**config.mk**
```make
export PLATFORM = sky130hd
export DESIGN_NAME = dmr_mode_ctrl
export DESIGN_NICKNAME = d
export VERILOG_FILES = /design/src/common/dmr_pkg.sv /design/src/logic/dmr_mode_ctrl.sv /design/src/logic/dmr_wr_timer.sv
export SDC_FILE = /design/constraint.sdc
export NUM_CORES = 1
export LEC_CHECK = 0
export ABC_AREA = 1
export BUFFER_PORTS_ARGS = -buffer_cell sky130_fd_sc_hd__buf_2
export CORE_MARGIN = 5
export CORE_UTILIZATION = 40
export DETAILED_ROUTE_END_ITERATION = 12
export PLACE_DENSITY = 0.63
export SETUP_SLACK_MARGIN = 0.1
export SYNTH_ARGS = -nofsm -noshare
export SYNTH_HDL_FRONTEND = slang
export SYNTH_SLANG_ARGS = --single-unit
```
**constraint.sdc**
```tcl
create_clock -name clk_in -period 3.4 [get_ports clk_in]
set_input_delay 0.34 -clock clk_in [delete_from_list [all_inputs] [get_ports clk_in]]
set_output_delay 0.34 -clock clk_in [all_outputs]
set_load 0.005 [all_outputs]
```
**src/common/dmr_pkg.sv**
```systemverilog
// Package with bank select codes, mode word field layout and timing constants
package dmr_pkg;

  // Mode word width and field positions
  localparam int MODE_W          = 13;
  localparam int BURST_LSB       = 0;
  localparam int BURST_MSB       = 2;
  localparam int ORDER_BIT       = 3;
  localparam int LAT_LSB         = 4;
  localparam int LAT_MSB         = 6;
  localparam int TEST_MODE_BIT   = 7;
  localparam int DLL_RESET_BIT   = 8;
  localparam int WR_LSB          = 9;
  localparam int WR_MSB          = 11;
  localparam int SLEEP_EXIT_BIT  = 12;

  // Burst size codes in bits 2:0
  localparam logic [2:0] BURST_CODE_4 = 3'h2;
  localparam logic [2:0] BURST_CODE_8 = 3'h3;

  // Write recovery: code n selects n+1 clocks, codes 1..7 legal
  localparam logic [2:0] WR_CODE_MIN = 3'h1;
  localparam logic [2:0] WR_CODE_MAX = 3'h7;

  // Bank address selection of the four mode registers
  localparam logic [2:0] SEL_MAIN   = 3'h0;
  localparam logic [2:0] SEL_FIRST  = 3'h1;
  localparam logic [2:0] SEL_SECOND = 3'h2;
  localparam logic [2:0] SEL_THIRD  = 3'h3;

  // Reset values (mode word undefined until loaded; use zero)
  localparam logic [12:0] MODE_RESET = 13'h0000;

  // DLL lock time in clocks after a DLL reset
  localparam int DLL_LOCK_CLOCKS = 200;

  // Column offset width within the largest burst
  localparam int COL_W = 3;

endpackage : dmr_pkg

```
**src/logic/dmr_mode_ctrl.sv**
```systemverilog
// Device-side command decode, mode word storage, burst order and recovery
//
// Contract
// - Bank select 2 loads second extended word
// - Bank select 3 loads third extended word
// - Bank select 1 loads first extended word
// - Bank select 0 with A8 resets DLL
// - Every load without the test bit replaces all thirteen bits
// - Mode word holds until next load, except the DLL reset bit
// - Burst size from bits 2:0, four or eight
// - Burst wraps inside aligned column block
// - Bit 3 picks sequential or interleaved order
// - Interleaved beat column is start XOR index
// - Test bit set programs no other field
// - DLL reset bit self-clears after issue
// - Auto precharge waits write recovery clocks
// - Bit 12 picks fast or slow exit
// - Bank lines pick register, address carries data
// - Chip select high masks every command
`timescale 1ns/1ps
`default_nettype none
module dmr_mode_ctrl #(
  parameter int WR_CNT_W = 4
) (
  // Clock and reset
  input  wire logic        clk_in,
  input  wire logic        reset_in,
  // Command pins, sampled on the rising edge
  input  wire logic        cke_in,
  input  wire logic        cs_n_in,
  input  wire logic        ras_n_in,
  input  wire logic        cas_n_in,
  input  wire logic        we_n_in,
  input  wire logic [2:0]  bank_in,
  input  wire logic [12:0] addr_in,
  // Burst column generation
  input  wire logic        burst_start_in,
  input  wire logic [2:0]  start_col_in,
  output logic [2:0]       beat_col_out,
  output logic             beat_valid_out,
  // Write with auto precharge
  input  wire logic        write_done_in,
  output logic             auto_pre_out,
  output logic             recovery_busy_out,
  // Mode state
  output logic [12:0]      operating_mode_word_out,
  output logic [12:0]      first_extended_mode_word_out,
  output logic [12:0]      second_extended_mode_word_out,
  output logic [12:0]      third_extended_mode_word_out,
  output logic             test_mode_out,
  output logic             burst_size_8_out,
  output logic             interleaved_out,
  output logic             active_sleep_slow_exit_out,
  output logic             dll_reset_pulse_out,
  output logic             dll_locked_out
);

  typedef enum logic [1:0] {
    DMR_IDLE  = 2'b00,
    DMR_BURST = 2'b01
  } dmr_burst_t;

  logic [12:0] op_q;
  logic [12:0] ext1_q;
  logic [12:0] ext2_q;
  logic [12:0] ext3_q;
  logic        test_q;
  logic        load_cmd;
  logic        dll_rst_q;
  logic [7:0]  lock_cnt_q;
  dmr_burst_t  state_q;
  logic [2:0]  start_q;
  logic [2:0]  beat_q;
  logic [2:0]  beat_last;
  logic [2:0]  col_d;
  logic [WR_CNT_W-1:0] wr_clocks;

  // Load mode decode; chip select high masks the decoder
  assign load_cmd = cke_in && !cs_n_in && !ras_n_in && !cas_n_in && !we_n_in;

  // Main mode word; test mode bit blocks every other field
  always_ff @(posedge clk_in or posedge reset_in) begin
    if (reset_in) begin
      op_q   <= dmr_pkg::MODE_RESET;
      test_q <= 1'b0;
    end else if (load_cmd && bank_in == dmr_pkg::SEL_MAIN) begin
      if (addr_in[dmr_pkg::TEST_MODE_BIT]) begin
        test_q <= 1'b1;
      end else begin
        test_q <= 1'b0;
        op_q   <= addr_in;
      end
    end else if (op_q[dmr_pkg::DLL_RESET_BIT]) begin
      op_q[dmr_pkg::DLL_RESET_BIT] <= 1'b0;
    end
  end

  // Extended words: whole word replaced per load
  always_ff @(posedge clk_in or posedge reset_in) begin
    if (reset_in) begin
      ext1_q <= dmr_pkg::MODE_RESET;
      ext2_q <= dmr_pkg::MODE_RESET;
      ext3_q <= dmr_pkg::MODE_RESET;
    end else if (load_cmd) begin
      if (bank_in == dmr_pkg::SEL_FIRST) begin
        ext1_q <= addr_in;
      end
      if (bank_in == dmr_pkg::SEL_SECOND) begin
        ext2_q <= addr_in;
      end
      if (bank_in == dmr_pkg::SEL_THIRD) begin
        ext3_q <= addr_in;
      end
    end
  end

  // DLL reset pulse and lock counter
  always_ff @(posedge clk_in or posedge reset_in) begin
    if (reset_in) begin
      dll_rst_q <= 1'b0;
    end else begin
      dll_rst_q <= load_cmd && bank_in == dmr_pkg::SEL_MAIN
                   && !addr_in[dmr_pkg::TEST_MODE_BIT] && addr_in[dmr_pkg::DLL_RESET_BIT];
    end
  end

  // Lock flag only informs; reads are not blocked, the controller must wait
  always_ff @(posedge clk_in or posedge reset_in) begin
    if (reset_in) begin
      lock_cnt_q <= '0;
    end else if (dll_rst_q) begin
      lock_cnt_q <= 8'(dmr_pkg::DLL_LOCK_CLOCKS);
    end else if (lock_cnt_q != '0) begin
      lock_cnt_q <= lock_cnt_q - 8'h01;
    end
  end

  assign dll_reset_pulse_out = dll_rst_q;
  assign dll_locked_out      = (lock_cnt_q == '0) && !dll_rst_q;

  // Field views
  assign burst_size_8_out = op_q[dmr_pkg::BURST_MSB:dmr_pkg::BURST_LSB]
                            == dmr_pkg::BURST_CODE_8;
  assign interleaved_out  = op_q[dmr_pkg::ORDER_BIT];
  assign active_sleep_slow_exit_out = op_q[dmr_pkg::SLEEP_EXIT_BIT];
  assign test_mode_out    = test_q;

  // Burst sequencer; same length for reads and writes
  assign beat_last = burst_size_8_out ? 3'h7 : 3'h3;

  always_ff @(posedge clk_in or posedge reset_in) begin
    if (reset_in) begin
      state_q <= DMR_IDLE;
      start_q <= '0;
      beat_q  <= '0;
    end else begin
      case (state_q)
        DMR_IDLE: begin
          if (burst_start_in) begin
            state_q <= DMR_BURST;
            start_q <= start_col_in;
            beat_q  <= '0;
          end
        end
        DMR_BURST: begin
          if (beat_q == beat_last) begin
            state_q <= DMR_IDLE;
          end else begin
            beat_q <= beat_q + 3'h1;
          end
        end
        default: state_q <= DMR_IDLE;
      endcase
    end
  end

  // Column order within the aligned block
  always_comb begin
    col_d = '0;
    if (interleaved_out) begin
      col_d = start_q ^ beat_q;
    end else if (burst_size_8_out) begin
      col_d = {start_q[2] ^ beat_q[2], 2'(start_q[1:0] + beat_q[1:0])};
    end else begin
      col_d = {1'b0, 2'(start_q[1:0] + beat_q[1:0])};
    end
    if (!burst_size_8_out) begin
      col_d[2] = start_q[2];
    end
  end

  always_ff @(posedge clk_in or posedge reset_in) begin
    if (reset_in) begin
      beat_col_out   <= '0;
      beat_valid_out <= 1'b0;
    end else begin
      beat_col_out   <= col_d;
      beat_valid_out <= (state_q == DMR_BURST);
    end
  end

  // Recovery clocks = code + 1
  assign wr_clocks = WR_CNT_W'(op_q[dmr_pkg::WR_MSB:dmr_pkg::WR_LSB]) + WR_CNT_W'(1);

  dmr_wr_timer #(
    .CNT_W (WR_CNT_W)
  ) u_wr_timer (
    .clk_in   (clk_in),
    .reset_in (reset_in),
    .start_in (write_done_in),
    .count_in (wr_clocks),
    .busy_out (recovery_busy_out),
    .fire_out (auto_pre_out)
  );

  assign operating_mode_word_out       = op_q;
  assign first_extended_mode_word_out  = ext1_q;
  assign second_extended_mode_word_out = ext2_q;
  assign third_extended_mode_word_out  = ext3_q;
endmodule // dmr_mode_ctrl
`default_nettype wire

```
**src/logic/dmr_wr_timer.sv**
```systemverilog
// Write-recovery countdown that delays internal auto precharge
`timescale 1ns/1ps
`default_nettype none
module dmr_wr_timer #(
  parameter int CNT_W = 4
) (
  // Clock and reset
  input  wire logic             clk_in,
  input  wire logic             reset_in,
  // Control
  input  wire logic             start_in,
  input  wire logic [CNT_W-1:0] count_in,
  // Status
  output logic                  busy_out,
  output logic                  fire_out
);

  logic [CNT_W-1:0] cnt_q;

  always_ff @(posedge clk_in or posedge reset_in) begin
    if (reset_in) begin
      cnt_q <= '0;
    end else if (start_in) begin
      cnt_q <= count_in;
    end else if (cnt_q != '0) begin
      cnt_q <= cnt_q - 1'b1;
    end
  end

  always_ff @(posedge clk_in or posedge reset_in) begin
    if (reset_in) begin
      fire_out <= 1'b0;
    end else begin
      fire_out <= (cnt_q == {{(CNT_W-1){1'b0}}, 1'b1}) && !start_in;
    end
  end

  assign busy_out = (cnt_q != '0);

endmodule // dmr_wr_timer
`default_nettype wire

```
# Word-level counts from Yosys, hierarchy flattened
# Cells that the tools add are included.
word_totals:
  reg_bits: 78
  input_bits: 28
  output_inout_bits: 64
  word_cells: 82
op_classes:
  n_addsub: 5
  eq_ne: 11
  n_mux: 17
  bitwise: 3
  reduce_logical: 31
op_table:
  columns: ["op", "count"]
  rows:
  - ["8-bit two-way mux", 2]
  - ["3-bit two-way mux", 5]
  - ["2-bit AND reduction", 6]
  - ["3-bit by 2-bit equality test with 1-bit output, second input constant", 3]
  - ["1-bit logical AND", 9]
  - ["9-bit two-way mux", 1]
  - ["8-bit logical NOT", 1]
  - ["4-bit two-way mux", 2]
  - ["2-bit inequality test, second input constant", 4]
  - ["8-bit nonzero test", 1]
  - ["8-bit by 1-bit subtractor with 8-bit output, second input constant", 1]
  - ["1-bit logical NOT", 7]
  - ["3-bit one-hot mux with 2 select lines", 1]
  - ["2-bit nonzero test", 3]
  - ["3-bit by 1-bit adder with 4-bit output, second input constant", 1]
  - ["4-bit by 1-bit equality test with 1-bit output, second input constant", 1]
  - ["2-bit two-way mux", 2]
  - ["2-bit one-hot mux with 2 select lines", 1]
  - ["4-bit nonzero test", 1]
  - ["4-bit by 1-bit subtractor with 4-bit output, second input constant", 1]
  - ["3-bit by 1-bit adder with 3-bit output, second input constant", 1]
  - ["3-bit by 1-bit equality test with 1-bit output, second input constant", 1]
  - ["3-bit equality test", 1]
  - ["3-bit logical NOT", 1]
  - ["other kinds (8)", 10]

# Longest topological paths before layout
depth:
  word_depth: 8
  ltp_mapped: 8
  ltp_nobuf: 8

# Hierarchy
# From an unflattened synthesis, not the netlist that was laid out.
unflattened:
  hier_cells: 369
  hier_area_um2: 3364.5
modules_own_cells:
  columns: ["mod", "instances", "cells_per_inst", "area_per_inst_um2", "seq_area_each_um2"]
  rows:
  - ["dmr_mode_ctrl", 1, 326, 3034.2, 1801.7]
  - ["dmr_wr_timer", 1, 43, 330.3, 125.1]

# Worst setup path before layout
# OpenSTA, ideal clock, no wires.
synth_path:
  path_type: "flip-flop to output port"
  start: "register lock_cnt_q[0]"
  end: "output port dll_locked_out"
  t_arrival_ns: 1.139
  required_ns: 3.060
  setup_slack_ns: 1.921
  path_stages_with_launch: 7
  n_path_buf: 0
  cell_sequence: "dfrtp_1 inv_1 ha_1 nand3_1 nor2_1 nand2_1 inv_1"
synth_between:
  elab_chain_len: 2
synth_lines:
  columns: ["item", "line_no", "text"]
  rows:
  - ["start, declared", "dmr_mode_ctrl.sv:70", "logic [7:0] lock_cnt_q;"]
  - ["start signal, assigned", "dmr_mode_ctrl.sv:132", "lock_cnt_q <= 8'(dmr_pkg::DLL_LOCK_CLOCKS);"]
  - ["start signal, assigned", "dmr_mode_ctrl.sv:134", "lock_cnt_q <= lock_cnt_q - 8'h01;"]
  - ["8-bit logical NOT", "dmr_mode_ctrl.sv:139", "assign dll_locked_out = (lock_cnt_q == '0) && !dll_rst_q;"]
  - ["1-bit logical AND", "dmr_mode_ctrl.sv:139", null]
  - ["end, declared", "dmr_mode_ctrl.sv:55", "output logic dll_locked_out"]
# No other way between the ends.

# Final worst setup path
# Ends and elaborated chain as after synthesis.

==> metrics.cfg <==
[critical_path]
path_delay_family=simple AND/OR/NAND/NOR gates
r2r_slack_ns=1.87
critPathKind=register to output pin
cpPeakStageDelay_ns=0.41
r2r_end=lock_cnt_q[0]
path_cells=inv_1, ha_1, nand3_1, nor2_1, nand2_1, inv_1, buf_2
reg2reg_from=lock_cnt_q[0]
cp.arrival_ns=1.83
path_buf_inv=3
startpoint_type=register
ff2ff_path_depth=8
cp.required_ns=3.06
path_max_fanout=6
crit_top_cell=inv_1
cp_slowest_cell=dfrtp_1
crit_path_start=lock_cnt_q[0]
end_kind=output pin
crit_cells=7
crit_path_end=dll_locked_out

[grt]
antenna_found_initial=0
globalRoute.totalOverflow=0
grt_start_max_net_pins=28
grt_pass1_vias=2700
track_usage=0.161
grt_pass1_wl_um=13000

[sta]
fmax_mhz=460
worst_slew_pin_slew_ns=0.674
rsz0062_at_grt=no
slew_headroom=0.550
final.setup.tns_ns=0
fin_crit_ns=2.17
worst_hold_slack_ns=0.214
setup_viol=0
min_period_over_period=0.639
hold_violations=0
slew_violations=0
skew_ns=0.00697

[place]
place_congestion=0.833
io_buffers=90
place_hpwl_um=5810

[power]
power_leakage_nw=2.27
power_density_nw_per_um2=658
vdd_drop_max_mv=0.250

[floorplan]
die_area_sq_um=10200
die_width_um=101
rows=33
io_pins=92
start_util=0.407
core_area_sq_um=8180
die_h_um=101

[yosys]
avgSynthCellArea_sq_um=9.23
async_reset_ff_frac=1.00
yosysMostFrequentCell=nand2_1
synthTopCellsByArea=dfrtp_1 58%, nand2_1 11%, inv_1 4.7%
synth_common_cells=94 x nand2_1, 77 x dfrtp_1, 42 x inv_1, 25 x o21ai_0, 24 x o21ai_1
syn-num-nets=396
yosys_warnings=0
synth_top_area_frac=0.580
synth.distinct_cells=23
ys_ff_latch=77
synth_top_cell_by_area=dfrtp_1
synth_enable_flop_cells=0
ys.flop_type=dfrtp_1
ys_seq_area_frac=0.580
netlist_area_sq_um=3320
synthCells=360

[flow_run]
cap_violations=0

[layout]
antenna_cells=0
fillerInstances=821
num-nets-final=487
drive_above_1_share=0.254
areaGrowthSynthToFinish_pct=23.6

[route]
detail-route-antenna-nets=0
avgViaCountPerCell=4.86
drt_first_pass_iters=4
num_vias=2728
drt_iter0_markers=119
drc=0
wl_per_cell_um=13.9
wirelength_um=7790

[status]
status=complete, no violations

[cts]
clk_latency_ns=0.34
tritoncts_num_sinks=77
clk_pin_slew_ns=0.08
htreeDepth=3
cts_tree=done
ctsResizeCount=0
cts-root-buf=clkbuf_8
cts_made_buffers=9
cts.path.max_buffers=2

[hold_path]
hp-class=primary input to register

layout make-up:
type	instances	area, sq um	area share
Tap cell	105	131	0.0320
Inverter	42	159	0.0387
Multi-Input combinational cell	227	1150	0.279
Clock inverter	6	135	0.0329
Clock buffer	10	128	0.0311
Timing Repair Buffer	94	483	0.118
Sequential cell	77	1930	0.469
sequential cells by signal (all words and copies together), names as in the netlist:
| signal | count |
|---|---|
| third_extended_mode_word_out | 13 |
| test_mode_out | 1 |
| start_q | 3 |
| u_wr_timer.fire_out | 1 |
| second_extended_mode_word_out | 13 |
| state_q | 1 |
| first_extended_mode_word_out | 13 |
| operating_mode_word_out | 12 |
| beat_q | 3 |
| dll_reset_pulse_out | 1 |
| lock_cnt_q | 8 |
| beat_col_out | 3 |
| beat_valid_out | 1 |
| u_wr_timer.cnt_q | 4 |
placed cells by master, fill, tap and decap left out, types with 2 or more instances in the layout:
cell and instances:
nand3_1 18, dfrtp_1 77, o21ai_1 24, nand2_2 3
o211ai_1 3, nand2_1 94, clkbuf_8 9, nand4_1 14
nor2_1 16, xnor2_1 4, o21ai_0 25, buf_2 90
bufinv_16 4, buf_4 3, nor3_1 6, mux2_2 3
inv_1 41, ha_1 8, xor2_1 3, a21oi_1 3
clkinvlp_4 2
timing repair:
item                      4_1_cts  5_1_grt
hold endpoints to repair        3        0
setup buffers                   0        0
hold buffers                    1        0
routing by layer:
metal	vias to the layer above	part of all wire	routed length, um	track usage
met2	67	0.48	3740	0.260
met5	-	0	0	0
li1	1342	-	-	-
met4	0	0.0064	50	0.0409
met3	4	0.076	592	0.0572
met1	1315	0.44	3400	0.209
worst reg2reg max path: cells and delay by family (launching register included):
kind / cells / cell delay (ns)
buffers and inverters: 2 / 0.30
DFF: 1 / 0.41
adders and majority gates: 1 / 0.18
and+or+nand+nor: 5 / 0.59
metrics by stage:
| stage | setup WS (ns) | instances | cell area [sq um] | utilization | total power, mW |
|---|---|---|---|---|---|
| 2_1_floorplan | 1.09 | 360 | 3320 | - | 1.63 |
| 3_3_place_gp | 1.38 | 544 | 3840 | 0.469 | 1.80 |
| 3_5_place_dp | 1.31 | 544 | 3840 | 0.469 | 1.83 |
| 4_1_cts | 1.20 | 561 | 4110 | 0.503 | 2.73 |
| 5_1_grt | 0.969 | 561 | 4110 | 0.503 | 2.89 |
| 6_report | 1.23 | 561 | 4110 | 0.503 | 2.71 |
worst min-delay path by stage:
stage | from | to | slack, ns | cells after the start
final | write_done_in | u_wr_timer.fire_out | 0.21 | 2
after global routing | write_done_in | u_wr_timer.fire_out | 0.21 | 2
after CTS | write_done_in | u_wr_timer.fire_out | 0.20 | 2
after detailed placement | reset_in | operating_mode_word_out[8] | 0.38 | 2
after global placement | reset_in | operating_mode_word_out[8] | 0.37 | 2
after floorplan | state_q[0] | beat_valid_out | 0.39 | 0
cell families (layout without fill, tap and decap cells):
family,after synthesis,after routing,synth area share
simple gates,152,152,0.198
flops,77,77,0.580
compound gates,56,56,0.0873
buf+inv,56,152,0.0753
fa+ha+maj,8,8,0.0301
xor+xnor,7,7,0.0184
mux,3,3,0.0102
other cells,1,1,0.00113
where the power goes:
group | internal, mW | total (mW) | leakage (nW) | switching [mW]
clock network | 0.562 | 0.908 | 0.123 | 0.345
logic | 0.259 | 0.591 | 1.14 | 0.332
registers | 1.09 | 1.21 | 1.01 | 0.118
total | 1.91 | 2.71 | 2.27 | 0.795
Power figures use the tool's default switching activity.
